### src/logic/admc_pkg.sv
// package for the analog die mode controller: offsets, fields, timing
package admc_pkg;
    // register byte offsets on the axi4-lite bus
    localparam logic [7:0] ADMC_SYSCTL_OFS = 8'h00; // system control
    localparam logic [7:0] ADMC_IMASK_OFS = 8'h04; // interrupt mask
    localparam logic [7:0] ADMC_IFLAG_OFS = 8'h08; // interrupt flags
    localparam logic [7:0] ADMC_RSTSRC_OFS = 8'h0C; // reset source register
    localparam logic [7:0] ADMC_STATUS_OFS = 8'h10; // mode and pin status
    localparam logic [7:0] ADMC_WDCTL_OFS = 8'h14; // watchdog service
    // system control fields
    localparam int ADMC_PWRON_BIT = 0; // power_stage_on_bit
    localparam int ADMC_STOP_BIT = 1; // stop request
    localparam int ADMC_SLEEP_BIT = 2; // sleep request
    localparam int ADMC_STAGE_LSB = 8; // per-stage enables
    localparam int ADMC_STAGES = 8; // number of stage enables
    // interrupt mask and flag fields
    localparam int ADMC_WAKE_PIN_BIT = 0; // wake_pin_int_enable / flag
    localparam int ADMC_BUS_WAKE_BIT = 1; // bus_wake_int_enable / flag
    // reset source fields
    localparam int ADMC_RS_POR_BIT = 0; // power-on / sleep wake
    localparam int ADMC_RS_WD_BIT = 1; // watchdog
    localparam int ADMC_RS_EXT_BIT = 2; // external reset
    localparam int ADMC_RS_WPIN_BIT = 3; // wake_pin_reset_flag
    localparam int ADMC_RS_BUS_BIT = 4; // bus_wake_reset_flag
    // watchdog service key
    localparam logic [7:0] ADMC_WD_KEY = 8'hA5; // correct service value
    // reset values
    localparam logic [31:0] ADMC_SYSCTL_RST = 32'h0000_0000;
    localparam logic [31:0] ADMC_ZERO = 32'h0000_0000;
    // timing at 20 mhz
    localparam int ADMC_CLK_NS = 50; // clock period
    localparam int ADMC_CONFIRM_MS = 80; // startup_confirm_timeout
    localparam int ADMC_CONFIRM_CYC = ADMC_CONFIRM_MS * 1000000 / ADMC_CLK_NS;
    localparam int ADMC_DOM_US = 30; // bus_dominant_min_time
    localparam int ADMC_DOM_CYC = (ADMC_DOM_US * 1000 + ADMC_CLK_NS - 1) / ADMC_CLK_NS;
    localparam int ADMC_WD_MS = 100; // watchdog timeout
    localparam int ADMC_WD_CYC = ADMC_WD_MS * 1000000 / ADMC_CLK_NS;
    localparam int ADMC_RST_HOLD = 16; // reset pulse cycles
    // operating modes
    typedef enum logic [2:0] {
        ADMC_RESET = 3'b000,
        ADMC_NORMREQ = 3'b001,
        ADMC_NORMAL = 3'b010,
        ADMC_STOP = 3'b011,
        ADMC_SLEEP = 3'b100
    } admc_mode_e;
    // registered power outputs
    typedef struct packed {
        logic regulator_on; // vdd regulator enable
        logic reg_low_power; // reduced current capability
        logic lin_rx_en; // lin receiver enable
    } admc_power_s;
endpackage : admc_pkg

### src/logic/admc_sync.sv
// two flip-flop synchroniser for asynchronous pins
`timescale 1ns/1ps
module admc_sync #(
    parameter int W = 1
) (
    // clock and reset
    input wire logic aclk,
    input wire logic aresetn,
    // data
    input wire logic [W-1:0] d,
    output logic [W-1:0] q
);
    logic [W-1:0] meta_r; // first stage, read only by q
    // two stages
    always_ff @(posedge aclk) begin
        if (!aresetn) begin
            meta_r <= '0;
            q <= '0;
        end else begin
            meta_r <= d;
            q <= meta_r;
        end
    end
endmodule : admc_sync

### src/logic/admc_top.sv
// operating-mode and supervision controller of the analog companion die
// Operation
// RULE1: confirm power stages within 80 ms else sleep
// RULE2: test pin disables timeout and lin receiver
// RULE3: watchdog resets on timeout or wrong service
// RULE4: watchdog reset clears registers except reset source
// RULE5: stop and sleep bits choose three modes
// RULE6: normal mode: stages individually enabled by software
// RULE7: stop entered only when stop bit set
// RULE8: stop keeps regulator on at reduced current
// RULE9: stop wakes on bus or pin, masked
// RULE10: enabled stop wake raises interrupt output
// RULE11: wake source flags readable in interrupt flags
// RULE12: sleep turns regulator off, reset held low
// RULE13: sleep wake unmaskable, acts as power-on reset
// RULE14: bus wake needs rising edge after long dominant
// RULE15: every reset clears all interrupt enables
// RULE16: timeout counter restarts each reset, stops on confirm
// RULE17: stop plus sleep together means sleep
//
// Decided for this implementation: the address map and the AXI4-Lite register port.
`timescale 1ns/1ps
module admc_top
    import admc_pkg::*;
#(
    parameter int CONFIRM_CYC = ADMC_CONFIRM_CYC, // startup timeout cycles
    parameter int WD_CYC = ADMC_WD_CYC // watchdog timeout cycles
) (
    // clock and reset
    input wire logic aclk,
    input wire logic aresetn,
    // axi4-lite write address and data
    input wire logic [7:0] s_axi_awaddr,
    input wire logic s_axi_awvalid,
    output logic s_axi_awready,
    input wire logic [31:0] s_axi_wdata,
    input wire logic [3:0] s_axi_wstrb,
    input wire logic s_axi_wvalid,
    output logic s_axi_wready,
    // axi4-lite write response
    output logic [1:0] s_axi_bresp,
    output logic s_axi_bvalid,
    input wire logic s_axi_bready,
    // axi4-lite read
    input wire logic [7:0] s_axi_araddr,
    input wire logic s_axi_arvalid,
    output logic s_axi_arready,
    output logic [31:0] s_axi_rdata,
    output logic [1:0] s_axi_rresp,
    output logic s_axi_rvalid,
    input wire logic s_axi_rready,
    // pins from outside
    input wire logic test_select_pin,
    input wire logic wake_input_pin,
    input wire logic lin_rx_dominant,
    input wire logic ext_reset_n,
    // outputs toward the mcu and analog blocks
    output logic reset_out_n,
    output logic irq_out,
    output admc_power_s power_o,
    output logic [ADMC_STAGES-1:0] stage_en_o,
    output logic [2:0] mode_o
);
    // synchronised pins
    logic [3:0] pins_s;
    logic test_s; // test select level
    logic wpin_s; // wake input level
    logic dom_s; // lin dominant level
    logic extn_s; // external reset level, low active
    admc_sync #(.W(4)) u_sync (
        .aclk(aclk),
        .aresetn(aresetn),
        .d({test_select_pin, wake_input_pin, lin_rx_dominant, ext_reset_n}),
        .q(pins_s)
    );
    assign {test_s, wpin_s, dom_s, extn_s} = pins_s;

    // state
    admc_mode_e mode_r, mode_nxt; // current mode
    logic [31:0] sysctl_r; // system control
    logic [1:0] imask_r; // interrupt enables
    logic [1:0] iflag_r; // wake flags
    logic [4:0] rstsrc_r; // reset source
    logic [31:0] confirm_cnt_r; // startup timeout counter
    logic [31:0] wd_cnt_r; // watchdog counter
    logic [7:0] rst_cnt_r; // reset pulse counter
    logic [15:0] dom_cnt_r; // dominant length counter
    logic dom_long_r; // dominant longer than minimum
    logic dom_d_r; // previous dominant level
    logic wpin_d_r; // previous wake pin level
    logic extn_d_r; // previous external reset level
    logic soft_rst; // watchdog or external reset event
    logic wd_fire; // watchdog reset event
    logic sleep_wake; // sleep wake event
    logic bus_wake_ev; // qualified lin wake edge
    logic pin_wake_ev; // wake pin change
    logic timeout; // startup timeout expired

    // axi handshake state
    logic aw_hold_r, w_hold_r; // captured halves
    logic [7:0] aw_addr_r; // captured address
    logic [31:0] w_data_r; // captured data
    logic [3:0] w_strb_r; // captured strobes
    logic wr_go; // both halves present
    logic sysctl_wr, imask_wr, iflag_wr, wd_wr; // write decodes
    logic [31:0] wmask; // byte mask from strobes

    // write channel capture, either order
    always_ff @(posedge aclk) begin
        if (!aresetn) begin
            aw_hold_r <= 1'b0;
            w_hold_r <= 1'b0;
            aw_addr_r <= 8'h00;
            w_data_r <= 32'h0000_0000;
            w_strb_r <= 4'h0;
            s_axi_bvalid <= 1'b0;
        end else begin
            if (s_axi_awvalid && s_axi_awready) begin
                aw_hold_r <= 1'b1;
                aw_addr_r <= s_axi_awaddr;
            end
            if (s_axi_wvalid && s_axi_wready) begin
                w_hold_r <= 1'b1;
                w_data_r <= s_axi_wdata;
                w_strb_r <= s_axi_wstrb;
            end
            if (wr_go) begin
                aw_hold_r <= 1'b0;
                w_hold_r <= 1'b0;
                s_axi_bvalid <= 1'b1;
            end else if (s_axi_bready) begin
                s_axi_bvalid <= 1'b0;
            end
        end
    end
    assign s_axi_awready = !aw_hold_r && !s_axi_bvalid;
    assign s_axi_wready = !w_hold_r && !s_axi_bvalid;
    assign s_axi_bresp = 2'b00;
    assign wr_go = aw_hold_r && w_hold_r && !s_axi_bvalid;
    assign wmask = {{8{w_strb_r[3]}}, {8{w_strb_r[2]}}, {8{w_strb_r[1]}}, {8{w_strb_r[0]}}};

    // write decode
    always_comb begin
        sysctl_wr = 1'b0;
        imask_wr = 1'b0;
        iflag_wr = 1'b0;
        wd_wr = 1'b0;
        if (wr_go && aw_addr_r == ADMC_SYSCTL_OFS) begin
            sysctl_wr = 1'b1;
        end else if (wr_go && aw_addr_r == ADMC_IMASK_OFS) begin
            imask_wr = 1'b1;
        end else if (wr_go && aw_addr_r == ADMC_IFLAG_OFS) begin
            iflag_wr = 1'b1;
        end else if (wr_go && aw_addr_r == ADMC_WDCTL_OFS) begin
            wd_wr = 1'b1;
        end
    end

    // read channel
    always_ff @(posedge aclk) begin
        if (!aresetn) begin
            s_axi_rvalid <= 1'b0;
            s_axi_rdata <= 32'h0000_0000;
        end else if (s_axi_arvalid && s_axi_arready) begin
            s_axi_rvalid <= 1'b1;
            if (s_axi_araddr == ADMC_SYSCTL_OFS) begin
                s_axi_rdata <= sysctl_r;
            end else if (s_axi_araddr == ADMC_IMASK_OFS) begin
                s_axi_rdata <= {30'h0, imask_r};
            end else if (s_axi_araddr == ADMC_IFLAG_OFS) begin
                s_axi_rdata <= {30'h0, iflag_r}; // RULE11
            end else if (s_axi_araddr == ADMC_RSTSRC_OFS) begin
                s_axi_rdata <= {27'h0, rstsrc_r};
            end else if (s_axi_araddr == ADMC_STATUS_OFS) begin
                s_axi_rdata <= {28'h0, test_s, mode_r};
            end else begin
                s_axi_rdata <= 32'h0000_0000; // unmapped reads zero
            end
        end else if (s_axi_rready) begin
            s_axi_rvalid <= 1'b0;
        end
    end
    assign s_axi_arready = !s_axi_rvalid;
    assign s_axi_rresp = 2'b00;

    // watchdog: timeout or bad key
    assign wd_fire = (mode_r == ADMC_NORMAL)
        && ((wd_cnt_r >= 32'(WD_CYC - 1)) || (wd_wr && w_data_r[7:0] != ADMC_WD_KEY)); // RULE3
    assign soft_rst = wd_fire || (extn_d_r && !extn_s);

    // lin wake qualification
    always_ff @(posedge aclk) begin
        if (!aresetn || !test_s == 1'b0) begin
            dom_cnt_r <= 16'h0000; // RULE2
            dom_long_r <= 1'b0;
            dom_d_r <= 1'b0;
        end else begin
            dom_d_r <= dom_s;
            if (dom_s) begin
                if (dom_cnt_r < 16'(ADMC_DOM_CYC)) begin
                    dom_cnt_r <= dom_cnt_r + 16'h0001;
                end
                dom_long_r <= (dom_cnt_r >= 16'(ADMC_DOM_CYC - 1)); // RULE14
            end else begin
                dom_cnt_r <= 16'h0000;
                dom_long_r <= 1'b0;
            end
        end
    end
    assign bus_wake_ev = dom_d_r && !dom_s && dom_long_r && !test_s; // RULE14
    assign pin_wake_ev = wpin_d_r != wpin_s;
    assign sleep_wake = (mode_r == ADMC_SLEEP) && (bus_wake_ev || pin_wake_ev); // RULE13

    // edge history registers
    always_ff @(posedge aclk) begin
        if (!aresetn) begin
            wpin_d_r <= 1'b0;
            extn_d_r <= 1'b0; // no false edge
        end else begin
            wpin_d_r <= wpin_s;
            extn_d_r <= extn_s;
        end
    end

    // control registers, cleared by any reset but reset source
    always_ff @(posedge aclk) begin
        if (!aresetn || soft_rst || sleep_wake) begin
            sysctl_r <= ADMC_SYSCTL_RST; // RULE4
            imask_r <= 2'b00; // RULE15
        end else begin
            if (sysctl_wr) begin
                sysctl_r <= (sysctl_r & ~wmask) | (w_data_r & wmask); // RULE6
            end
            if (mode_r != ADMC_NORMAL && mode_r != ADMC_NORMREQ) begin
                sysctl_r[ADMC_STOP_BIT] <= 1'b0; // mode requests consumed
                sysctl_r[ADMC_SLEEP_BIT] <= 1'b0;
            end
            if (imask_wr && w_strb_r[0]) begin
                imask_r <= w_data_r[1:0];
            end
        end
    end

    // wake flags: set wins over write-one-to-clear
    always_ff @(posedge aclk) begin
        if (!aresetn || soft_rst || sleep_wake) begin
            iflag_r <= 2'b00; // RULE4
        end else begin
            for (int i = 0; i < 2; i++) begin
                if (iflag_wr && w_strb_r[0] && w_data_r[i]) begin
                    iflag_r[i] <= 1'b0;
                end
            end
            if (mode_r == ADMC_STOP && pin_wake_ev && imask_r[ADMC_WAKE_PIN_BIT]) begin
                iflag_r[ADMC_WAKE_PIN_BIT] <= 1'b1; // RULE11
            end
            if (mode_r == ADMC_STOP && bus_wake_ev && imask_r[ADMC_BUS_WAKE_BIT]) begin
                iflag_r[ADMC_BUS_WAKE_BIT] <= 1'b1; // RULE11
            end
        end
    end

    // reset source register survives watchdog reset
    always_ff @(posedge aclk) begin
        if (!aresetn) begin
            rstsrc_r <= 5'b00001;
        end else if (sleep_wake) begin
            rstsrc_r <= {bus_wake_ev, pin_wake_ev, 3'b001}; // RULE13
        end else if (wd_fire) begin
            rstsrc_r[ADMC_RS_WD_BIT] <= 1'b1; // RULE4
        end else if (soft_rst) begin
            rstsrc_r <= 5'b00100;
        end
    end

    // startup timeout counter
    always_ff @(posedge aclk) begin
        if (!aresetn || soft_rst || sleep_wake || mode_r == ADMC_RESET) begin
            confirm_cnt_r <= 32'h0000_0000; // RULE16
        end else if (mode_r == ADMC_NORMREQ && !test_s) begin
            confirm_cnt_r <= confirm_cnt_r + 32'h0000_0001; // RULE1
        end
    end
    assign timeout = (mode_r == ADMC_NORMREQ) && !test_s
        && (confirm_cnt_r >= 32'(CONFIRM_CYC - 1)); // RULE1 RULE2

    // watchdog counter runs only in normal mode
    always_ff @(posedge aclk) begin
        if (!aresetn || mode_r != ADMC_NORMAL || wd_wr || wd_fire) begin
            wd_cnt_r <= 32'h0000_0000;
        end else begin
            wd_cnt_r <= wd_cnt_r + 32'h0000_0001;
        end
    end

    // reset pulse length
    always_ff @(posedge aclk) begin
        if (!aresetn || soft_rst || sleep_wake || mode_r != ADMC_RESET) begin
            rst_cnt_r <= 8'h00;
        end else begin
            rst_cnt_r <= rst_cnt_r + 8'h01;
        end
    end

    // mode sequencing
    always_comb begin
        mode_nxt = mode_r;
        case (mode_r)
            ADMC_RESET: begin
                if (rst_cnt_r >= 8'(ADMC_RST_HOLD - 1)) begin
                    mode_nxt = ADMC_NORMREQ;
                end
            end
            ADMC_NORMREQ: begin
                if (timeout) begin
                    mode_nxt = ADMC_SLEEP; // RULE1
                end else if (sysctl_r[ADMC_PWRON_BIT]) begin
                    mode_nxt = ADMC_NORMAL; // RULE16
                end
            end
            ADMC_NORMAL: begin
                if (sysctl_r[ADMC_SLEEP_BIT]) begin
                    mode_nxt = ADMC_SLEEP; // RULE12 RULE17
                end else if (sysctl_r[ADMC_STOP_BIT]) begin
                    mode_nxt = ADMC_STOP; // RULE5 RULE7
                end
            end
            ADMC_STOP: begin
                if ((pin_wake_ev && imask_r[ADMC_WAKE_PIN_BIT])
                    || (bus_wake_ev && imask_r[ADMC_BUS_WAKE_BIT])) begin
                    mode_nxt = ADMC_NORMAL; // RULE9
                end
            end
            ADMC_SLEEP: begin
                mode_nxt = ADMC_SLEEP;
            end
            default: begin
                mode_nxt = ADMC_RESET;
            end
        endcase
    end

    // mode register
    always_ff @(posedge aclk) begin
        if (!aresetn || soft_rst || sleep_wake) begin
            mode_r <= ADMC_RESET; // RULE13
        end else begin
            mode_r <= mode_nxt;
        end
    end

    // registered outputs
    always_ff @(posedge aclk) begin
        if (!aresetn) begin
            reset_out_n <= 1'b0;
            irq_out <= 1'b0;
            power_o <= '0;
            stage_en_o <= '0;
            mode_o <= 3'b000;
        end else begin
            reset_out_n <= (mode_nxt == ADMC_NORMREQ || mode_nxt == ADMC_NORMAL
                || mode_nxt == ADMC_STOP) && !soft_rst && !sleep_wake; // RULE12
            irq_out <= (mode_r == ADMC_STOP) && (mode_nxt == ADMC_NORMAL); // RULE10
            power_o.regulator_on <= (mode_nxt != ADMC_SLEEP) || sleep_wake; // RULE8 RULE12
            power_o.reg_low_power <= (mode_nxt == ADMC_STOP); // RULE8
            power_o.lin_rx_en <= !test_s && (mode_nxt == ADMC_NORMAL); // RULE2
            stage_en_o <= (mode_nxt == ADMC_NORMAL && sysctl_r[ADMC_PWRON_BIT])
                ? sysctl_r[ADMC_STAGE_LSB +: ADMC_STAGES] : '0; // RULE6
            mode_o <= mode_nxt;
        end
    end
endmodule : admc_top

### config.mk
export PLATFORM = sky130hd
export DESIGN_NAME = admc_top
export DESIGN_NICKNAME = d
export VERILOG_FILES = /design/src/logic/admc_pkg.sv /design/src/logic/admc_sync.sv /design/src/logic/admc_top.sv
export SDC_FILE = /design/constraint.sdc
export NUM_CORES = 1
export LEC_CHECK = 0
export BUFFER_PORTS_ARGS = -buffer_cell sky130_fd_sc_hd__buf_2
export CAP_MARGIN = 20
export CORE_AREA = 3 3 101 176
export CTS_CLUSTER_SIZE = 16
export DETAILED_ROUTE_END_ITERATION = 6
export DIE_AREA = 0 0 104 179
export PLACE_DENSITY = 0.9
export SLEW_MARGIN = 20
export SYNTH_ARGS = -nofsm -noshare
export SYNTH_HDL_FRONTEND = slang
export SYNTH_SLANG_ARGS = --single-unit
export TNS_END_PERCENT = 10
### constraint.sdc
create_clock -name aclk -period 3.3 [get_ports aclk]
set_input_delay 0.495 -clock aclk [delete_from_list [all_inputs] [get_ports aclk]]
set_output_delay 0.495 -clock aclk [all_outputs]
set_load 0.01 [all_outputs]
# Yosys cells after proc, flatten, opt, wreduce, memory -nomap -nowiden
# Index checks and enable logic that the tools add are counted.
[word_totals] reg_bits=240 latchBits=0 ramBits=0 mem_bits_ro=0 wordCells=183 n_memories=0
[op_classes] addsub=4 mul=0 div_mod_pow=0 n_lt_le_gt_ge=5 eq_ne=20 shift=0 muxes=35 n_bitwise=7 reduce_logical=78
[op_table] op="adder 32 x 1 -> 32 bit, second input constant" n=2
[op_table] op="AND 32 bit" n=2
[op_table] op="greater-or-equal comparator 32 x 21 -> 1 bit, second input constant" n=2
[op_table] op="logical AND 1 bit" n=36
[op_table] op="two-way mux 32 bit" n=1
[op_table] op="inverter 32 bit" n=1
[op_table] op="bitwise OR 32 bit" n=1
[op_table] op="two-way mux 5 bit" n=5
[op_table] op="== test 8 x 4 -> 1 bit, second input constant" n=3
[op_table] op="two-way mux 3 bit" n=7
[op_table] op="two-way mux 1 bit" n=20
[op_table] op="adder 16 x 1 -> 16 bit, second input constant" n=1
[op_table] op="== test 8 x 3 -> 1 bit, second input constant" n=2
[op_table] op="== test 8 x 5 -> 1 bit, second input constant" n=2
[op_table] op="greater-or-equal comparator 16 x 10 -> 1 bit, second input constant" n=1
[op_table] op="zero test 8 bit" n=2
[op_table] op="less-than comparator 16 x 10 -> 1 bit, second input constant" n=1
[op_table] op="logical OR 1 bit" n=15
[op_table] op="case mux 3 bit (5 select lines)" n=1
[op_table] op="== test 3 x 2 -> 1 bit, second input constant" n=4
[op_table] op="nonzero test 2 bit" n=6
[op_table] op="zero test 1 bit" n=10
[op_table] op="adder 8 x 1 -> 8 bit, second input constant" n=1
[op_table] op="greater-or-equal comparator 8 x 4 -> 1 bit, second input constant" n=1
[op_table] op="other kinds (14)" n=22

# Logic depth before layout (Yosys ltp)
[depth] depth_word=14 depth_mapped=7

# Modules after synthesis
# From an unflattened synthesis, not the netlist that was laid out.
[unflattened] cells_unflattened=1067 hier_area_um2=9452.8
[by_module_without_submodules] module="admc_top" instances=1 cells_per_inst=1051 area_each_um2=9242.6 seq_area_each_um2=4644.5
[by_module_without_submodules] module="admc_sync" instances=1 cells_per_inst=16 area_each_um2=210.2 seq_area_each_um2=160.2

# Least setup slack after synthesis
# No wires, ideal clock.
[synth_timing] path_kind="reg-to-reg" startpoint="register u_sync.q[3]" endpoint="register confirm_cnt_r[26]" setup_ps=112 t_arrival_ps=2326 required_ps=3188 slack_ps=862 path_stages_with_launch=7 path_buffers=1 synth_period_minus_slack_ps=2438 path_cell_list="dfxtp_1 nor4b_4 nand4_1 or4_1 buf_2 or3_1 a2111oi_1"
[synth_between] elab_chain_cells=6
[synth_rtl] item="start: declaration" line_no="admc_sync.sv:11" rtl="output logic [W-1:0] q"
[synth_rtl] item="start signal: assignment" line_no="admc_sync.sv:21" rtl="q <= meta_r;"
[synth_rtl] item="zero test 1 bit (*)" line_no="admc_top.sv:210, admc_top.sv:280"
[synth_rtl] item="logical AND 1 bit" line_no="admc_top.sv:210" rtl="assign bus_wake_ev = dom_d_r && !dom_s && dom_long_r && !test_s;"
[synth_rtl] item="logical OR 1 bit" line_no="admc_top.sv:212" rtl="assign sleep_wake = (mode_r == ADMC_SLEEP) && (bus_wake_ev || pin_wake_ev);"
[synth_rtl] item="logical AND 1 bit" line_no="admc_top.sv:212"
[synth_rtl] item="logical OR 1 bit (2 in series)" line_no="admc_top.sv:278" rtl="if (!aresetn || soft_rst || sleep_wake || mode_r == ADMC_RESET) begin"
[synth_rtl] item="end signal: assignment" line_no="admc_top.sv:281" rtl="confirm_cnt_r <= confirm_cnt_r + 32'h0000_0001;"
[synth_rtl] item="end: declaration" line_no="admc_top.sv:84" rtl="logic [31:0] confirm_cnt_r;"
# Mark *: on every way between the ends. The rest lies on a longest branch, timed or not.
# A chain may end at the register's enable or synchronous reset.

# Worst setup path in the final report
[layout_timing] startpoint="register mode_r[0]" endpoint="register confirm_cnt_r[31]"
[layout_between] elab_chain_cells=6
[layout_rtl] item="start: declaration" line_no="admc_top.sv:79" rtl="admc_mode_e mode_r, mode_nxt;"
[layout_rtl] item="start signal: assignment" line_no="admc_top.sv:348" rtl="mode_r <= mode_nxt;"
[layout_rtl] item="== test 3 x 2 -> 1 bit" line_no="admc_top.sv:187" rtl="assign wd_fire = (mode_r == ADMC_NORMAL)"
[layout_rtl] item="logical AND 1 bit" line_no="admc_top.sv:188" rtl="&& ((wd_cnt_r >= 32'(WD_CYC - 1)) || (wd_wr && w_data_r[7:0] != ADMC_WD_KEY));"
[layout_rtl] item="logical OR 1 bit" line_no="admc_top.sv:189" rtl="assign soft_rst = wd_fire || (extn_d_r && !extn_s);"
[layout_rtl] item="logical OR 1 bit (3 in series)" line_no="admc_top.sv:278"
# Several ways; a longest one is shown, not always the timed one.

==> metrics.txt <==
outcome complete, no violations; post-CTS setup buffer count 0; DR WL met3 1270 um; Syn Inst Count 1,082; placed cell area 0.0103 mm2; drt initial violations 577; Post-synth EDFFs 0; mux cell area share after synthesis 3.78%; max-cap violation count 0; peak fanout along the critical path 13; Adder-Cell Fraction of Synth Area 0.525%; Die Wd 104 um; Setup crit start kind flop; largest family of logic cells by synthesized area simple AND/OR/NAND/NOR gates; WL per Instance 16.3 um; slew margin rel. 38.8%; Setup violations, final 0; register area share after synthesis 50.4%; drt via density 5.86; initial antenna violation count 2; worst path bufs/invs 1; post-route insts no fill 1,428; IO Pins 120; R2R cell count 6; Yosys cell types 50; Util after Layout 67.4%; TritonCTS clock tree built; area occupied by multi-input gates 0.00444 mm2; critical path's top delay family simple AND/OR/NAND/NOR gates; I/O Buffers 115; largest net degree at the start of global routing 92; DRT antenna net count 0; Synth Flop Type dfxtp_1; cell count along the critical path 6; Power Dens Cells 525 mW/mm2; final net count 1,253; Slowest cell on crit path dfxtp_1; critical path cell sequence nor4b_4 > nand3_1 > buf_4 > or4_1 > or4_1 > a2111oi_0; Synth async-reset ratio 0%; Max H-tree Level 1; worst setup margin 540 ps; cell mode on critical path or4_1; first-pass GRT wire length 38,000 um; GPL Wtd Cong 0.885; GR Overflow Total 0; register bit count reported by yosys 240; total die area 0.0186 mm2; post-synthesis xor/xnor area fraction 5.24%; total track usage 24.3%; Worst Tran Pin Value 919 ps; top routing layer in use met4; fill cell instance count of the final layout 1,280; DRC viols 0; most frequent cells in the layout 240 x dfxtp_1, 150 x nand2_1, 115 x buf_2, 95 x a21oi_1, 69 x nor2_1; Die Span Y 179 um; hold buffer count at CTS 0; Sum Neg Setup Slack 0 ps; share of cells above drive strength 1 15.1%; Post-Syn Area per Cell 8.81 um2; worst slack at placement 593 ps; Rows 62; CP Data Required Time 3670 ps; via count 8,370; Starting Density 57.9%; Crit. End Element flop; maximum buffer depth of the clock tree 3; vias in the first global route 8,048; register area 0.00480 mm2; Post-Layout Inst Area 0.0111 mm2; Reg clk slew, reported paths 70 ps; hold depth 2; CP Class reg2reg; min cycle time layout 2760 ps; post-synthesis compound-gate area fraction 9.74%; metal2 WL 12,200 um; Total Wirelength 23,300 um; area delta synth->final 16.3%; CTS Buf Count 22; LEAKAGE 4.28 nW; Clock Latency Late Sink 500 ps; Arr. time, crit path 3130 ps; Mapped Area 0.00953 mm2; placed insts 1,386; M1 WL 8760 um; CTS root buffer clkbuf_16; DP HPWL 15,500 um; TritonCTS Sinks 240; clock skew 13.0 ps; leading cell type in the layout, fill and taps excluded dfxtp_1; Warnings, synthesis 0; Fin. Hold Viols 0; Synth Area in Simple Gates 26.5%; Max Slew Vio Count 0; crit-path max cell delay 590 ps; Tcrit/Tclk final 83.6%; core area 0.0164 mm2; # resized after CTS 0; RSZ-0062 raised after global routing false; iteration count of the initial detailed-routing pass 5; Hold Path Class in2reg; peak supply drop 0.000513 V; fmax 0.362 GHz
-- worst paths after layout --
kind,from,end,slack [ps]
worst max-delay path,mode_r[0],confirm_cnt_r[31],540
worst min-delay path,s_axi_rready,s_axi_rvalid,170
worst max register to register,mode_r[0],confirm_cnt_r[31],540
worst min register to register,s_axi_rdata[17],s_axi_rdata[17],450
-- cells by family after synthesis --
family / after synthesis
buf+inv: 91
simple gates: 496
flops: 240
fa+ha+maj: 4
mux: 36
other cells: 1
compound gates: 157
xor+xnor: 57
-- report_power, final --
part | internal, W | switching, W
logic | 0.0000960 | 0.000174
registers | 0.00296 | 0.0000408
clock network | 0.00147 | 0.00108
-- layer usage --
metal  up-vias  GRT usage, %
met5         -             0
met4         0          13.0
met3        80          3.39
met2       334          45.0
met1      3938          27.0
li1       4018             -
-- metrics by stage --
step / total power, W / hold WS [ps]
floorplan: 0.00322 / 412
global placement: 0.00332 / 417
detailed placement: 0.00333 / 423
CTS: 0.00584 / 161
global route: 0.00599 / 163
finish: 0.00581 / 174
-- layout make-up --
| type | instances | share of cell area [%] |
|---|---|---|
| Antenna cell | 2 | 0.0452 |
| Multi-Input combinational cell | 765 | 40.1 |
| Inverter | 22 | 0.745 |
| Timing Repair Buffer | 135 | 6.66 |
| Clock buffer | 32 | 5.95 |
| Sequential cell | 240 | 43.4 |
| Tap cell | 224 | 2.53 |
| Clock inverter | 8 | 0.644 |
-- synthesized netlist by cell type (all sizes together), types with 2 or more instances --
cell type	count	area, um2
nand3b	7	52.6
clkbuf	61	229
nand2b	8	50.1
and4	6	52.6
o311ai	2	17.5
a31oi	7	43.8
buf	8	46.3
a2111oi	10	91.3
nand2	151	567
nand3	56	280
ha	4	50.1
o221ai	2	17.5
or4	6	45.0
and3	16	100
a211oi	6	45.0
a21oi	95	475
nor4bb	7	70.1
nor2b	5	31.3
a41o	2	20.0
xnor2	44	385
nor4b	7	76.3
o21ai	17	85.1
and2	17	106
mux2i	36	360
or3b	2	17.5
o31ai	2	15.0
nor3	51	255
a21boi	3	22.5
a22oi	2	15.0
a32o	4	40.0
nor3b	4	30.0
nor4	56	350
a22o	2	17.5
inv	22	82.6
dfxtp	240	4800
or3	6	37.5
nand4	19	119
xor2	13	114
a21o	2	15.0
nor2	69	259
Power figures use the tool's default switching activity.
